**src/core/msz_defs.svh**
```systemverilog
// constants of the memory size and programming entry block
// assumes a 50 MHz core clock and 8-bit data space accesses
`ifndef MSZ_DEFS_SVH
`define MSZ_DEFS_SVH
`define MSZ_ADDR_MEM_SIZE 16'hFFF0
`define MSZ_ADDR_XRAM_SIZE 16'hFFF4
`define MSZ_ADDR_HALT_CLK 16'hFF51
`define MSZ_MEM_RST_SMALL 8'hC8
`define MSZ_MEM_RST_MID 8'hCC
`define MSZ_MEM_RST_LARGE 8'hCF
`define MSZ_XRAM_RST_FLASH 8'h08
`define MSZ_XRAM_RST_MASK 8'h0C
`define MSZ_HALT_CLK_RST 8'h08
`define MSZ_MEM_WMASK 8'hEF
`define MSZ_XRAM_WMASK 8'h0F
`define MSZ_HALT_CLK_WMASK 8'h03
`define MSZ_ROM_32K 4'h8
`define MSZ_ROM_48K 4'hC
`define MSZ_ROM_60K 4'hF
`define MSZ_ROM_KB_32 6'h20
`define MSZ_ROM_KB_48 6'h30
`define MSZ_ROM_KB_60 6'h3C
`define MSZ_RAM_1K 3'h6
`define MSZ_XRAM_480 4'hB
`define MSZ_XRAM_2016 4'h8
`define MSZ_XRAM_B_480 11'h1E0
`define MSZ_XRAM_B_2016 11'h7E0
`define MSZ_DIV_BASE_EXP 3'h4
`define MSZ_PULSES_SIO 4'h0
`define MSZ_PULSES_SIO_HS 4'h3
`define MSZ_PULSES_UART 4'h8
`define MSZ_CLK_HZ 50000000
`define MSZ_SETTLE_US 100
`endif

```
**src/core/msz_pkg.sv**
```systemverilog
// types of the memory size and programming entry block
// assumes msz_defs.svh for all numeric constants
package msz_pkg;
  typedef enum logic [1:0] {
    MSZ_VAR_SMALL = 2'b00,
    MSZ_VAR_MID = 2'b01,
    MSZ_VAR_LARGE = 2'b10,
    MSZ_VAR_FLASH = 2'b11
  } msz_variant_e;
  typedef enum logic [2:0] {
    MSZ_ST_IDLE = 3'b000,
    MSZ_ST_ARMED = 3'b001,
    MSZ_ST_COUNT = 3'b010,
    MSZ_ST_DONE = 3'b011,
    MSZ_ST_INVALID = 3'b100
  } msz_state_e;
  typedef enum logic [1:0] {
    MSZ_M_NONE = 2'b00,
    MSZ_M_SIO = 2'b01,
    MSZ_M_SIO_HS = 2'b10,
    MSZ_M_UART = 2'b11
  } msz_method_e;
  typedef struct packed {
    logic wr;
    logic rd;
    logic [15:0] addr;
    logic [7:0] wdata;
  } msz_bus_s;
endpackage

```
**src/core/msz_clkdiv.sv**
```systemverilog
// halt-mode flash clock divider, one-cycle enable output
// assumes run and sel come from logic on the same clock
`timescale 1ns/1ns
`default_nettype none
`include "msz_defs.svh"
module msz_clkdiv
  import msz_pkg::*;
(
  input wire logic clock,
  input wire logic reset,
  input wire logic run,
  input wire logic [1:0] sel,
  output logic tick_q
);
  typedef struct packed {
    logic [6:0] cnt;
    logic tick;
  } msz_div_s;
  msz_div_s s_q, s_d;
  logic [6:0] term;
  assign term = 7'((8'h01 << (`MSZ_DIV_BASE_EXP + 3'(sel))) - 8'h01);
  always_comb begin
    s_d = s_q;
    s_d.tick = 1'b0;
    if (!run) begin
      s_d.cnt = 7'h00;
    end else if (s_q.cnt >= term) begin
      s_d.cnt = 7'h00;
      s_d.tick = 1'b1;
    end else begin
      s_d.cnt = s_q.cnt + 7'h01;
    end
  end
  always_ff @(posedge clock) begin
    if (reset) begin
      s_q <= '0;
    end else begin
      s_q <= s_d;
    end
  end
  assign tick_q = s_q.tick;
endmodule // msz_clkdiv
`default_nettype wire

```
**src/core/msz_top.sv**
```systemverilog
// memory size registers, halt flash clock and programming entry
// assumes 8-bit data space accesses on bus_req, vpp and reset pins async
// Overview of operation
// - memory size register at FFF0H, resets CFH in large and flash variants
// - rom field: 8=32K, C=48K, F=60K
// - fast ram field 110 means 1024 bytes
// - memory size reset value follows product variant
// - expansion ram register FFF4H, B=480, 8=2016
// - halt clock register FF51H, resets 08H
// - halt flash clock is oscillator over 2^(4+sel)
// - size registers written as whole bytes, halt clock register only bits 1:0
// - programming armed by vpp high during reset
// - after reset, pulse count 0/3/8 picks method
`timescale 1ns/1ns
`default_nettype none
`include "msz_defs.svh"
module msz_top
  import msz_pkg::*;
#(
  parameter msz_variant_e VARIANT = MSZ_VAR_FLASH,
  parameter int SETTLE_CYCLES = `MSZ_SETTLE_US * (`MSZ_CLK_HZ / 1000000)
) (
  input wire logic clock,
  input wire logic reset,
  input wire msz_bus_s bus_req,
  input wire logic halt_mode,
  input wire logic vpp_high,
  input wire logic reset_pin_n,
  output logic [7:0] rdata_q,
  output logic [7:0] internal_memory_size_q,
  output logic [7:0] expansion_ram_size_q,
  output logic [7:0] halt_flash_clock_select_q,
  output logic [5:0] rom_kbytes_q,
  output logic fast_ram_ok_q,
  output logic [10:0] ext_ram_bytes_q,
  output logic flash_tick_q,
  output logic prog_mode_q,
  output msz_method_e method_q,
  output logic method_invalid_q
);
  localparam logic [7:0] MEM_RST = (VARIANT == MSZ_VAR_SMALL) ? `MSZ_MEM_RST_SMALL :
                                   (VARIANT == MSZ_VAR_MID) ? `MSZ_MEM_RST_MID :
                                   `MSZ_MEM_RST_LARGE;
  localparam logic [7:0] XRAM_RST = (VARIANT == MSZ_VAR_FLASH) ? `MSZ_XRAM_RST_FLASH :
                                    `MSZ_XRAM_RST_MASK;
  localparam logic [16:0] SETTLE_N = 17'(SETTLE_CYCLES);

  typedef struct packed {
    logic [7:0] mem;
    logic [7:0] xram;
    logic [7:0] hclk;
    logic [7:0] rdata;
    logic [5:0] rom_kb;
    logic ram_ok;
    logic [10:0] xram_b;
    logic vpp_s1;
    logic vpp_s2;
    logic vpp_prev;
    logic rst_s1;
    logic rst_s2;
    msz_state_e st;
    logic [3:0] pulses;
    logic [16:0] settle;
    logic prog;
    msz_method_e method;
    logic invalid;
  } msz_state_s;

  msz_state_s s_q, s_d;
  logic rst_active;
  logic vpp_rise;
  logic vpp_edge;

  assign rst_active = !s_q.rst_s2;
  assign vpp_rise = s_q.vpp_s2 && !s_q.vpp_prev;
  assign vpp_edge = s_q.vpp_s2 != s_q.vpp_prev;

  always_comb begin
    s_d = s_q;
    s_d.vpp_s1 = vpp_high;
    s_d.vpp_s2 = s_q.vpp_s1;
    s_d.vpp_prev = s_q.vpp_s2;
    s_d.rst_s1 = reset_pin_n;
    s_d.rst_s2 = s_q.rst_s1;
    // whole-byte writes, fixed-zero bits masked; halt clock writes only bits 1:0 and keeps the rest
    if (bus_req.wr) begin
      if (bus_req.addr == `MSZ_ADDR_MEM_SIZE) begin
        s_d.mem = bus_req.wdata & `MSZ_MEM_WMASK;
      end else if (bus_req.addr == `MSZ_ADDR_XRAM_SIZE) begin
        s_d.xram = bus_req.wdata & `MSZ_XRAM_WMASK;
      end else if (bus_req.addr == `MSZ_ADDR_HALT_CLK) begin
        s_d.hclk = (s_q.hclk & ~`MSZ_HALT_CLK_WMASK) | (bus_req.wdata & `MSZ_HALT_CLK_WMASK);
      end
    end
    s_d.rdata = 8'h00;
    if (bus_req.rd) begin
      if (bus_req.addr == `MSZ_ADDR_MEM_SIZE) begin
        s_d.rdata = s_q.mem;
      end else if (bus_req.addr == `MSZ_ADDR_XRAM_SIZE) begin
        s_d.rdata = s_q.xram;
      end else if (bus_req.addr == `MSZ_ADDR_HALT_CLK) begin
        s_d.rdata = s_q.hclk;
      end
    end
    // size decode, zero marks a prohibited code
    case (s_q.mem[3:0])
      `MSZ_ROM_32K: s_d.rom_kb = `MSZ_ROM_KB_32;
      `MSZ_ROM_48K: s_d.rom_kb = `MSZ_ROM_KB_48;
      `MSZ_ROM_60K: s_d.rom_kb = `MSZ_ROM_KB_60;
      default: s_d.rom_kb = 6'h00;
    endcase
    s_d.ram_ok = s_q.mem[7:5] == `MSZ_RAM_1K;
    case (s_q.xram[3:0])
      `MSZ_XRAM_480: s_d.xram_b = `MSZ_XRAM_B_480;
      `MSZ_XRAM_2016: s_d.xram_b = `MSZ_XRAM_B_2016;
      default: s_d.xram_b = 11'h000;
    endcase
    // programming entry sequencer
    case (s_q.st)
      MSZ_ST_IDLE: begin
        if (rst_active && s_q.vpp_s2) begin
          s_d.st = MSZ_ST_ARMED;
        end
      end
      MSZ_ST_ARMED: begin
        if (!s_q.vpp_s2) begin
          s_d.st = MSZ_ST_IDLE;
        end else if (!rst_active) begin
          s_d.st = MSZ_ST_COUNT;
          s_d.pulses = 4'h0;
          s_d.settle = 17'h00000;
        end
      end
      MSZ_ST_COUNT: begin
        if (rst_active) begin
          s_d.st = MSZ_ST_IDLE;
        end else begin
          if (vpp_rise && s_q.pulses != 4'hF) begin
            s_d.pulses = s_q.pulses + 4'h1;
          end
          if (vpp_edge) begin
            s_d.settle = 17'h00000;
          end else if (s_q.settle < SETTLE_N) begin
            s_d.settle = s_q.settle + 17'h00001;
          end else if (s_q.vpp_s2) begin
            s_d.st = MSZ_ST_DONE;
            case (s_q.pulses)
              `MSZ_PULSES_SIO: s_d.method = MSZ_M_SIO;
              `MSZ_PULSES_SIO_HS: s_d.method = MSZ_M_SIO_HS;
              `MSZ_PULSES_UART: s_d.method = MSZ_M_UART;
              default: s_d.st = MSZ_ST_INVALID;
            endcase
          end
        end
      end
      MSZ_ST_DONE, MSZ_ST_INVALID: begin
        if (rst_active) begin
          s_d.st = MSZ_ST_IDLE;
        end
      end
      default: s_d.st = MSZ_ST_IDLE;
    endcase
    if (s_d.st == MSZ_ST_IDLE) begin
      s_d.method = MSZ_M_NONE;
    end
    s_d.prog = s_d.st inside {MSZ_ST_ARMED, MSZ_ST_COUNT, MSZ_ST_DONE};
    s_d.invalid = s_d.st == MSZ_ST_INVALID;
  end

  always_ff @(posedge clock) begin
    if (reset) begin
      s_q <= '0;
      s_q.mem <= MEM_RST;
      s_q.xram <= XRAM_RST;
      s_q.hclk <= `MSZ_HALT_CLK_RST;
      s_q.st <= MSZ_ST_IDLE;
      s_q.method <= MSZ_M_NONE;
      s_q.rst_s1 <= 1'b1;
      s_q.rst_s2 <= 1'b1;
    end else begin
      s_q <= s_d;
    end
  end

  msz_clkdiv u_div (
    .clock(clock),
    .reset(reset),
    .run(halt_mode),
    .sel(s_q.hclk[1:0]),
    .tick_q(flash_tick_q)
  );

  assign rdata_q = s_q.rdata;
  assign internal_memory_size_q = s_q.mem;
  assign expansion_ram_size_q = s_q.xram;
  assign halt_flash_clock_select_q = s_q.hclk;
  assign rom_kbytes_q = s_q.rom_kb;
  assign fast_ram_ok_q = s_q.ram_ok;
  assign ext_ram_bytes_q = s_q.xram_b;
  assign prog_mode_q = s_q.prog;
  assign method_q = s_q.method;
  assign method_invalid_q = s_q.invalid;
endmodule // msz_top
`default_nettype wire

```
**config.mk**
```make
export PLATFORM = sky130hd
export DESIGN_NAME = msz_top
export DESIGN_NICKNAME = d
export VERILOG_FILES = /design/src/core/msz_pkg.sv /design/src/core/msz_clkdiv.sv /design/src/core/msz_top.sv
export VERILOG_INCLUDE_DIRS = /design/src /design/src/core
export SDC_FILE = /design/constraint.sdc
export NUM_CORES = 1
export LEC_CHECK = 0
export ABC_AREA = 1
export BUFFER_PORTS_ARGS = -buffer_cell sky130_fd_sc_hd__buf_2
export CAP_MARGIN = 20
export CORE_MARGIN = 4
export CORE_UTILIZATION = 40
export CTS_CLUSTER_DIAMETER = 200
export DETAILED_ROUTE_END_ITERATION = 6
export PLACE_DENSITY = 0.74
export SLEW_MARGIN = 30
export SYNTH_ARGS = -nofsm -noshare
export SYNTH_HDL_FRONTEND = slang
export SYNTH_HIERARCHICAL = 1
export SYNTH_SLANG_ARGS = --single-unit
```
**constraint.sdc**
```tcl
create_clock -name clock -period 1.4 [get_ports clock]
set_input_delay 0.14 -clock clock [delete_from_list [all_inputs] [get_ports clock]]
set_output_delay 0.14 -clock clock [all_outputs]
set_load 0.1 [all_outputs]
```
### Word-level counts from Yosys, hierarchy flattened

Index checks and enable logic that the tools add are counted.

| cells by class | value |
|---|---|
| magnitude comparators | 2 |
| bitwise logic cells | 8 |
| reductions and logical operators | 24 |
| $mul | 0 |
| shifts and indexed selects | 1 |
| mux-type cells | 23 |
| eq/ne operators | 26 |
| $add $sub $neg | 5 |
| div/mod/pow operators | 0 |

Operators with widths:

| kind | count |
|---|---|
| == test 16 bit (second input constant) | 3 |
| two-way mux 21 bit | 2 |
| one-hot mux 21 bit (2 select lines) | 1 |
| two-way mux 17 bit | 2 |
| == test 4 bit (second input constant) | 6 |
| two-way mux 24 bit | 1 |
| two-way mux 3 bit | 8 |
| two-way mux 8 bit | 3 |
| one-hot mux 11 bit (2 select lines) | 1 |
| one-hot mux 6 bit (3 select lines) | 1 |
| adder 17 x 1 -> 17 bit (second input constant) | 1 |
| < comparator 17 x 13 -> 1 bit (second input constant) | 1 |
| == test 3 x 2 -> 1 bit (second input constant) | 4 |
| one-hot mux 3 bit (4 select lines) | 1 |
| AND reduction 5 bit | 2 |
| == test 3 bit (second input constant) | 3 |
| != test 2 bit (second input constant) | 4 |
| OR 8 x 2 -> 8 bit | 1 |
| OR reduction 2 bit | 4 |
| adder 7 x 1 -> 7 bit (second input constant) | 1 |
| >= comparator 7 bit | 1 |
| inverter 1 bit | 7 |
| left shift 1 x 3 -> 7 bit (first input constant) | 1 |
| subtractor 7 x 1 -> 7 bit (second input constant) | 1 |
| 22 further kinds | 29 |

| word-level totals | value |
|---|---|
| output and inout port bits | 55 |
| ROM bits | 0 |
| bits of input ports | 31 |
| bits in writable memories | 0 |
| memories kept | 0 |
| bits in latches | 0 |
| flip-flop bits (word level) | 86 |
| word-level logic and storage cells | 110 |

### Longest topological paths before layout

Gate-level depths: netlist of the first run.

| depth | value |
|---|---|
| word-level depth | 10 |
| depth in mapped cells | 12 |
| gate-level depth less buffers | 12 |

### Modules after synthesis

Netlist of the first run, hierarchy kept.

By module, submodules not included:

| module | area each (um^2) | sequential area each (um^2) | instances | cells each |
|---|---|---|---|---|
| msz_top | 3088.0 | 1181.1 | 1 | 429 |
| msz_clkdiv | 425.4 | 160.2 | 1 | 54 |

### Worst setup path after synthesis of the first run

Ideal clock, no wire load.

| path | value |
|---|---|
| path type | reg2reg |
| start | reg s_q[26] (netlist name) |
| end | reg s_q[10] (netlist name) |
| arrival | 1.392 ns |
| data required time | 1.282 ns |
| setup time | 0.118 ns |
| stages on the path, launching flop included | 9 |
| path slack | -0.110 ns |
| path through | dfxtp_1 > inv_2 > nor3_4 > inv_2 > o21ai_2 > nand3_4 > buf_6 > nor3_1 > nor2_1 |

| on the way | value |
|---|---|
| word-level cells in the longest chain between the ends | 3 |

Ends and longest elaborated chain:

| element | RTL line | RTL |
|---|---|---|
| from (decl) | msz_top.sv:69 | `msz_state_s s_q, s_d;` |
| == test 3 x 2 -> 1 bit / == test 3 x 1 -> 1 bit (equally long branches) | msz_top.sv:119 | `case (s_q.st)` |
| != test 3 bit (no source line) (tied with other cells) | n/a |  |
| AND reduction 5 bit (no source line) | n/a |  |

Several ways; a longest one is shown, not always the timed one.
A chain may end at the register's enable or synchronous reset.

### Worst setup path after layout of the first run

| path | value |
|---|---|
| start | reg s_q[14] (netlist name) |
| end | reg s_q[8] (netlist name) |

| on the way | value |
|---|---|
| word-level cells in the longest chain between the ends | 3 |

Ends and longest elaborated chain:

| element | RTL line | RTL |
|---|---|---|
| < comparator 17 x 13 -> 1 bit | msz_top.sv:143 | `end else if (s_q.settle < SETTLE_N) begin` |
| != test 3 bit (no source line) | n/a |  |
| AND reduction 5 bit (no source line) | n/a |  |

Every way passes these cells.

==> results of run 1 <==
==> synth_stat cells (3+ instances only) <==
library cell / count / share of area
a21oi_1: 19 / 0.027
buf_4: 51 / 0.11
clkbuf_1: 5 / 0.0053
dfxtp_1: 67 / 0.38
ha_1: 8 / 0.028
inv_1: 51 / 0.054
inv_2: 4 / 0.0043
nand2_1: 88 / 0.094
nand2_4: 3 / 0.0096
nand3_1: 28 / 0.040
nand4_1: 10 / 0.018
nor2_1: 77 / 0.082
nor3_1: 14 / 0.020
nor4_1: 3 / 0.0053
o21ai_0: 14 / 0.020
o21bai_1: 3 / 0.0064
or2_2: 3 / 0.0053
xor2_1: 6 / 0.015
==> metrics by stage <==
stage | instances | util | hold slack, ps | area (µm²) | setup TNS, ps
6_report | 686 | 0.5492 | 25.50 | 4603 | -1313
5_1_grt | 686 | 0.5492 | 33.01 | 4603 | -3322
4_1_cts | 684 | 0.5328 | 12.48 | 4466 | -762.8
3_5_place_dp | 662 | 0.4811 | 328.9 | 4033 | -2647
3_3_place_gp | 662 | 0.4811 | 335.4 | 4033 | -1318
2_1_floorplan | 500 | - | 243.8 | 3607 | -684.6
==> power by group through the flow <==
stage,Sequential (W),Combinational (W),Clock (W)
after detailed placement,0.00198,0.000523,0
after floorplan,0.00199,0.000473,0
after CTS,0.00193,0.000538,0.00152
final,0.00192,0.000550,0.00150
after global routing,0.00193,0.000573,0.00163
after global placement,0.00198,0.000520,0
==> worst max path at each step <==
stage | slack [ps] | from | cells after the start | endpoint
global placement | -100 | s_q[27]$_SDFF_PP0_ | 11 | s_q[7]$_SDFFE_PP0P_
floorplan | -60 | s_q[26]$_SDFF_PP0_ | 9 | s_q[10]$_SDFFE_PP0P_
detailed placement | -170 | s_q[22]$_SDFFE_PP0P_ | 11 | method_q[0]$_SDFFE_PP0P_
CTS | -80 | s_q[14]$_SDFFE_PP0P_ | 9 | s_q[11]$_SDFFE_PP0P_
finish | -140 | s_q[14]$_SDFFE_PP0P_ | 9 | s_q[8]$_SDFFE_PP0P_
global route | -200 | s_q[25]$_SDFF_PP0_ | 7 | s_q[8]$_SDFFE_PP0P_
==> final cells by class <==
class	count	area, µm²
Fill cell	720	3779
Inverter	57	229.0
Clock buffer	10	148.9
Sequential cell	67	1373
Timing Repair Buffer	120	789.5
Multi-Input combinational cell	321	1888
Tap cell	105	131.4
Clock inverter	5	37.54
Timing Repair inverter	1	6.256
==> repair_timing <==
action | CTS | global route
endpoints found under the hold margin | 1 | 0
setup buffers | 3 | 2
gates resized for setup | 51 | 41
hold buffers | 1 | 0
setup endpoints to repair | 26 | 38
cloned | 3 | 0
pin swaps | 15 | 18
==> logic make-up (layout without fill, tap and decap cells) <==
logic type,count (synthesis),in the layout
other,2,19
XOR/XNOR,8,8
AND/OR/NAND/NOR,240,242
flip-flops,67,67
adder cells (fa/ha/maj),8,8
buffers and inverters,114,193
AO/OA/AOI/OAI,44,44
==> flip-flops by register name, summed over array words and instances, names as in the netlist <==
name	flops
u_div/s_q	7
method_q	2
s_d	3
expansion_ram_size_q	4
halt_flash_clock_select_q	2
s_q	26
internal_memory_size_q	7
method_invalid_q	1
ext_ram_bytes_q	2
rom_kbytes_q	3
prog_mode_q	1
fast_ram_ok_q	1
rdata_q	7
u_div/tick_q	1
==> worst register-to-register path: stages (launching register included) <==
cell      delay, ps
dfxtp_2         340
nor2_1          110
nor2_1           60
nor2_2          120
nand2_2         110
nand3_4         120
nand3_4         160
o21bai_1        240
nand3_1         110
nor2_1          100
==> per-layer routing <==
metal,routed length (µm),part of all wire
met1,3536,0.39
met2,4656,0.52
met3,556,0.062
met4,265,0.029
met5,0,0
==> results.json, run 1 <==
{
  "vias": 3348,
  "synth_cell_types": 41,
  "hp-class": "input port to flop",
  "synth_compound_area_frac": 0.07158,
  "async_reset_ff_frac": 0,
  "path_common_cell": "nor2_1",
  "cts_tree": "built",
  "combinationalPowerShare": 0.139,
  "die_area_um2": 10350,
  "path_max_fanout": 5,
  "busiest_layer": "met2",
  "grt_usage": 0.1710,
  "synth-edff-count": 0,
  "viasPerCell": 4.880,
  "gp_congestion": 0.9060,
  "rsz0062_at_grt": "yes",
  "switching_share": 0.3084,
  "cp.arrival_ps": 1820,
  "violations": "setup timing",
  "grt.overflow.total": 0,
  "cellLeakagePower_nw": 2.053,
  "htree_num_levels": 3,
  "final_cell_mix": "nand2_1, nor2_1, buf_2, dfxtp_1, buf_4",
  "die_w_um": 101.7,
  "synth-main-ff-cell": "dfxtp_1",
  "start_util": 0.4192,
  "dr.pass1.iters": 5,
  "cp.required_ps": 1680,
  "grt_max_degree": 28,
  "drive_gt1_frac": 0.3890,
  "postSynthCellCount": 483,
  "synthesis.area_um2": 3513,
  "die_y_um": 101.7,
  "drtAntennaViolNets": 0,
  "layout_commonest_cell": "nand2_1",
  "fin_crit_sh": 1.099,
  "worstSetupPathType": "flop to flop",
  "finClkSkew_ps": 6.670,
  "grt_pass1_wl_mm": 14.25,
  "grt_pass1_vias": 3343,
  "wl_per_cell_um": 13.14,
  "clk_latency_ps": 340,
  "clockBufferDepth": 2,
  "slowest_stage": "dfxtp_2",
  "met3_usage": 0.03788,
  "grtUsageMet1": 0.1955,
  "fin_total_pwr_w": 0.003969,
  "n_antenna_cell": 0,
  "r2r-end": "s_q[8]$_SDFFE_PP0P_",
  "routed_wl_mm": 9.015,
  "max_clock_freq_ghz": 0.6499,
  "synth_fa_ha_area_frac": 0.02849,
  "hold_depth": 3,
  "cp_num_buf_inv": 0,
  "cp-start-kind": "flop",
  "dp_hpwl_mm": 6.211,
  "ff2ff_path_depth": 9,
  "numPortBuffers": 65,
  "p_switching_w": 0.001224,
  "worstReg2RegStart": "s_q[14]$_SDFFE_PP0P_",
  "ys_seq_elements": 67,
  "status": "finished, violations left",
  "pin_count": 86,
  "hold_start": "vpp_high",
  "p_int_w": 0.002745,
  "clkSinkCount": 67,
  "setup_ws_ps": -138.8,
  "cpLargestDelayFamily": "simple AND/OR/NAND/NOR gates",
  "ys_warn_count": 6,
  "drc": 0,
  "min_to": "s_d[31]$_SDFF_PP0_",
  "maxCapViolCount": 0,
  "p_per_area_nw_per_um2": 862.3,
  "min_period_ps": 1539,
  "grtUsageMet2": 0.3028,
  "grt_antenna_before_repair": 0,
  "clkSlewWorstSetupHoldPaths_ps": 70,
  "synth_top_family_by_area": "simple AND/OR/NAND/NOR gates",
  "core_area_um2": 8382,
  "drt_iter0_drc": 214,
  "num_rows": 33,
  "rrSetupSlack_ps": -140,
  "path_cells": "nor2_1 -> nor2_1 -> nor2_2 -> nand2_2 -> nand3_4 -> nand3_4 -> o21bai_1 -> nand3_1 -> nor2_1",
  "clock_power_share": 0.377,
  "slew_viol_final": 0,
  "cts_root_buf": "clkbuf_8",
  "synthesis.area_per_instance_um2": 7.274,
  "muxShareOfSynthArea": 0,
  "synth.yosys.seq_area_share": 0.3818,
  "synth_xor_area_frac": 0.01994,
  "pre_cts_ws_ps": -166.6,
  "synthSimpleGateAreaFrac": 0.3162,
  "slowest_delay_ps": 340,
  "area_growth_pct": 31.02,
  "nets": 616,
  "pwr-share-seq": 0.485,
  "hold_viol": 0,
  "critPathCaptureType": "flop",
  "setup_viol": 21,
  "numCtsBuffers": 9,
  "max-vdd-ir-drop_mv": 0.4970
}
Power figures use the tool's default switching activity.
==> inputs of run 2 (changes only) <==
CORE_MARGIN = not set   (was 4)
==> results.json, run 2 (same netlist as run 1, synthesis figures left out) <==
{
  "status": "finished, violations left",
  "violations": "setup timing",
  "cp.arrival_ps": 1870,
  "p_per_area_nw_per_um2": 849.2,
  "critPathCaptureType": "flop",
  "fin_crit_sh": 1.125,
  "slowest_delay_ps": 370,
  "grt_antenna_before_repair": 0,
  "vias": 3353,
  "numPortBuffers": 65,
  "drt_iter0_drc": 132,
  "grt_usage": 0.1955,
  "drtAntennaViolNets": 0,
  "final_cell_mix": "nand2_1, nor2_1, buf_2, buf_4, dfxtp_1",
  "hp-class": "input port to flop",
  "pin_count": 86,
  "r2r-end": "method_q[1]$_SDFFE_PP0P_",
  "drive_gt1_frac": 0.3993,
  "min_period_ps": 1576,
  "nets": 625,
  "clk_latency_ps": 350,
  "layout_commonest_cell": "nand2_1",
  "worstReg2RegStart": "s_q[26]$_SDFF_PP0_",
  "ff2ff_path_depth": 11,
  "max_clock_freq_ghz": 0.6346,
  "max-vdd-ir-drop_mv": 0.5257,
  "worstSetupPathType": "flop to flop",
  "path_max_fanout": 4,
  "multi_input_area_um2": 1884,
  "die_w_um": 95.72,
  "wl_per_cell_um": 12.76,
  "rsz0062_at_grt": "yes",
  "setup_viol": 27,
  "routed_wl_mm": 8.878,
  "path_common_cell": "nand2_1",
  "setup_ws_ps": -175.7,
  "regMostFlops": "s_q",
  "largest_reg_flops": 26,
  "grt_pass1_vias": 3095,
  "clkSlewWorstSetupHoldPaths_ps": 80,
  "grt_max_degree": 18,
  "area_growth_pct": 31.98,
  "slowest_stage": "dfxtp_4",
  "die_y_um": 95.72,
  "design_area_um2": 4637,
  "slew_viol_final": 0,
  "gp_congestion": 0.8881,
  "dp_hpwl_mm": 5.934,
  "startpoint": "s_q[26]$_SDFF_PP0_",
  "n_antenna_cell": 0,
  "regArea_um2": 1373,
  "grt_pass1_wl_mm": 13.80,
  "clockBufferDepth": 2,
  "path_cells": "inv_4 -> nor3_4 -> inv_2 -> buf_4 -> nor2_2 -> nand3_1 -> nand2_1 -> nand2_1 -> nand4_1 -> nand2_1 -> nor2_1",
  "finClkSkew_ps": 9.075,
  "placed_cell_area_um2": 4025,
  "viasPerCell": 4.818,
  "hold_viol": 0,
  "grt.overflow.total": 0,
  "cts_root_buf": "clkbuf_8",
  "clkSinkCount": 67,
  "fill_cells": 759,
  "num_rows": 33,
  "numCtsBuffers": 9,
  "cp.required_ps": 1690,
  "drc": 0,
  "cp-start-kind": "flop",
  "start_util": 0.4212,
  "fin_total_pwr_w": 0.003938,
  "htree_num_levels": 3,
  "dr.pass1.iters": 4,
  "maxCapViolCount": 0,
  "core_area_um2": 8341,
  "rrSetupSlack_ps": -180,
  "cp-endpoint": "method_q[1]$_SDFFE_PP0P_",
  "die_area_um2": 9162,
  "cellLeakagePower_nw": 2.070,
  "cts_tree": "built"
}
==> run 2: how the worst min path moves through the flow <==
stage,depth (start not counted),start,to
5_1_grt,3,bus_req[7],internal_memory_size_q[7]$_SDFFE_PP1P_
2_1_floorplan,1,reset_pin_n,s_d[28]$_SDFF_PP1_
3_5_place_dp,2,reset_pin_n,s_d[28]$_SDFF_PP1_
4_1_cts,3,bus_req[7],internal_memory_size_q[7]$_SDFFE_PP1P_
3_3_place_gp,2,reset_pin_n,s_d[28]$_SDFF_PP1_
6_report,3,bus_req[7],internal_memory_size_q[7]$_SDFFE_PP1P_
==> run 2: final cells by class <==
cell class,count,share of cell area
multi-input combinational,320,0.4064
sequential,67,0.2960
timing repair buffer,130,0.1821
inverter,57,0.04884
tap,105,0.02833
clock buffer,9,0.02671
clock inverter,7,0.01079
timing repair inverter,1,0.0008095
==> run 2: where the power goes <==
part           internal, W  switching [W]  total (W)
Clock             0.000655       0.000800    0.00146
Combinational    0.0000993       0.000461   0.000560
Sequential         0.00191      0.0000101    0.00192
==> run 2: what timing repair did <==
action	4_1_cts	5_1_grt
gates cloned	2	0
pin swaps	22	15
endpoints found under the hold margin	1	0
hold buffers	1	0
setup buffers	10	4
endpoints found under the setup margin	28	38
resized for setup	48	41
==> run 2: per-stage QoR <==
step / util / std cells / setup TNS [ps] / setup slack, ps / hold WS [ps]
after floorplan: - / 500 / -684.6 / -56.96 / 243.8
after global placement: 0.4826 / 663 / -713.2 / -67.40 / 340.2
after detailed placement: 0.4826 / 663 / -1575 / -99.66 / 337.8
after CTS: 0.5360 / 692 / -649.8 / -54.78 / 2.107
after global routing: 0.5560 / 696 / -6654 / -322.6 / 6.394
final: 0.5560 / 696 / -3207 / -175.7 / 10.30
==> run 2: critical path, delay by kind of cell (launching register included) <==
family	cells	cell delay, ps
flip-flops	1	370
AND/OR/NAND/NOR	8	850
buffers and inverters	3	300
==> run 2: per-layer routing <==
metal | wire (µm) | track usage | part of all wire | vias to the layer above
li1 | - | - | - | 1689
met1 | 3492 | 0.2180 | 0.39 | 1542
met2 | 4795 | 0.3571 | 0.54 | 101
met3 | 419 | 0.05055 | 0.047 | 21
met4 | 171 | 0.06965 | 0.019 | 0
met5 | 0 | 0 | 0 | -
==> inputs of run 3 (changes only) <==
ABC_AREA = not set   (was 1)
CORE_MARGIN = 4   (was not set)
PLACE_DENSITY = 0.75   (was 0.74)
==> results.json, run 3 <==
{
  "status": "finished, violations left",
  "violations": "setup timing",
  "gp_congestion": 0.8533,
  "die_area_um2": 9898,
  "cp.required_ps": 1610,
  "viasPerCell": 5.113,
  "grt_antenna_before_repair": 0,
  "cp-start-kind": "flop",
  "htree_num_levels": 3,
  "synth-main-ff-cell": "dfxtp_1",
  "finClkSkew_ps": 9.902,
  "cp.arrival_ps": 2060,
  "largest_reg_flops": 26,
  "pre_cts_ws_ps": -364.8,
  "die_w_um": 99.49,
  "p_per_area_nw_per_um2": 864.7,
  "slew_viol_final": 0,
  "regMostFlops": "s_q",
  "drc": 0,
  "clockBufferDepth": 2,
  "grt_max_degree": 28,
  "num_rows": 33,
  "critPathCaptureType": "flop",
  "area_growth_pct": 41.63,
  "grt_pass1_wl_mm": 13.43,
  "setup_viol": 29,
  "setup_ws_ps": -444.6,
  "async_reset_ff_frac": 0,
  "final_cell_mix": "buf_4, buf_2, dfxtp_1, nand2_1, conb_1",
  "hp-class": "input port to flop",
  "ys_warn_count": 6,
  "maxCapViolCount": 0,
  "drive_gt1_frac": 0.4959,
  "synth_area_leaders": "dfxtp_1, buf_4, nand2_1",
  "vias": 3032,
  "pwr-share-seq": 0.468,
  "grt.overflow.total": 0,
  "clock_power_share": 0.391,
  "synthesis.area_per_instance_um2": 8.976,
  "ys_seq_elements": 67,
  "die_y_um": 99.49,
  "postSynthCellCount": 373,
  "min_period_ps": 1845,
  "drt_iter0_drc": 127,
  "synth-edff-count": 0,
  "hold_viol": 0,
  "switching_share": 0.3043,
  "routed_wl_mm": 8.873,
  "drtAntennaViolNets": 0,
  "max-vdd-ir-drop_mv": 0.5211,
  "yosysTopAreaCell": "dfxtp_1",
  "start_util": 0.4096,
  "p_switching_w": 0.001248,
  "grt_pass1_vias": 2903,
  "cts_root_buf": "clkbuf_8",
  "p_int_w": 0.002852,
  "cellLeakagePower_nw": 2.058,
  "n_antenna_cell": 0,
  "dp_hpwl_mm": 5.775,
  "clk_latency_ps": 350,
  "fin_crit_sh": 1.318,
  "ys_top_cells_by_count": "dfxtp_1, buf_4, nand2_1, nor2_1, nand3_1",
  "pin_count": 86,
  "layout_commonest_cell": "buf_4",
  "wl_per_cell_um": 14.96,
  "cts_tree": "built",
  "rsz0062_at_grt": "yes",
  "synth_cell_types": 59,
  "fin_hold_ws_ps": 45.22,
  "post-synth-top-count-cell": "dfxtp_1",
  "synth.yosys.seq_area_share": 0.4006,
  "numCtsBuffers": 9,
  "dr.pass1.iters": 4,
  "nets": 523,
  "clkSlewWorstSetupHoldPaths_ps": 80,
  "max_clock_freq_ghz": 0.5421,
  "numPortBuffers": 65,
  "yosys.area.top_type_share": 0.4006,
  "path_max_fanout": 7,
  "core_area_um2": 8175,
  "combinationalPowerShare": 0.140,
  "grt_usage": 0.1654,
  "clkSinkCount": 67,
  "synthesis.area_um2": 3348,
  "worstSetupPathType": "flop to flop"
}
## run 3: final timing paths
kind,slack (ps),from,cells past startpoint,to
max,-440,s_q[20]$_SDFFE_PP0P_,5,s_q[13]$_SDFFE_PP0P_
min,50,bus_req[5],3,internal_memory_size_q[5]$_SDFFE_PP0P_
max reg2reg,-440,s_q[20]$_SDFFE_PP0P_,5,s_q[13]$_SDFFE_PP0P_
min reg2reg,430,s_d[28]$_SDFF_PP1_,1,s_q[28]$_SDFF_PP1_
## run 3: per-layer routing
metal / wire length [µm] / global-route usage / up-vias
li1: - / - / 1479
met1: 3500 / 0.1922 / 1439
met2: 4739 / 0.2918 / 97
met3: 452 / 0.05049 / 17
met4: 181 / 0.04937 / 0
met5: 0 / 0 / -
## run 3: through the flow
step           area (µm²)  cells  power [W]  setup TNS [ps]    util
6_report             4742    593   0.004100           -6774  0.5800
5_1_grt              4742    593   0.004237           -8451  0.5800
4_1_cts              4397    580   0.004113           -5600  0.5378
3_5_place_dp         3961    557   0.002506           -7941  0.4845
3_3_place_gp         3961    557   0.002500           -6841  0.4845
2_1_floorplan        3497    390   0.002463           -2730       -
## run 3: critical path: stages, from the launching register on
cell,delay [ps]
dfxtp_2,340
nor4_4,340
o311a_4,280
o2111ai_4,170
o311ai_0,440
o41ai_1,140
## run 3: area by class of cell
class | count | area, µm²
fillers | 639 | 3433
multi-input cells | 253 | 2017
flip-flops and latches | 67 | 1378
repair buffers | 142 | 983.4
well taps | 105 | 131.4
clock buffers | 10 | 127.6
clock inverters | 5 | 63.81
inverters | 11 | 41.29
## run 3: cells by family (layout without fill, tap and decap cells)
family	after synthesis	after routing	share of synthesized area
simple gates	149	149	0.2567
buf+inv	70	168	0.1375
fa+ha+maj	8	8	0.02990
flops	67	67	0.4006
mux	3	3	0.008969
compound gates	66	66	0.1431
other cells	2	19	0.002243
xor+xnor	8	8	0.02093
## run 3: power by group through the flow
stage	logic [W]	registers [W]	clock network, W
floorplan	0.000472	0.00199	0
global placement	0.000524	0.00198	0
detailed placement	0.000529	0.00198	0
CTS	0.000553	0.00193	0.00163
global route	0.000594	0.00192	0.00172
finish	0.000574	0.00192	0.00160
## run 3: what timing repair did
action | CTS | global route
endpoints found under the setup margin | 38 | 40
resized for setup | 45 | 58
hold buffers | 1 | 0
hold endpoints to repair | 1 | 0
buffers inserted | 7 | 13
pin swaps | 12 | 27
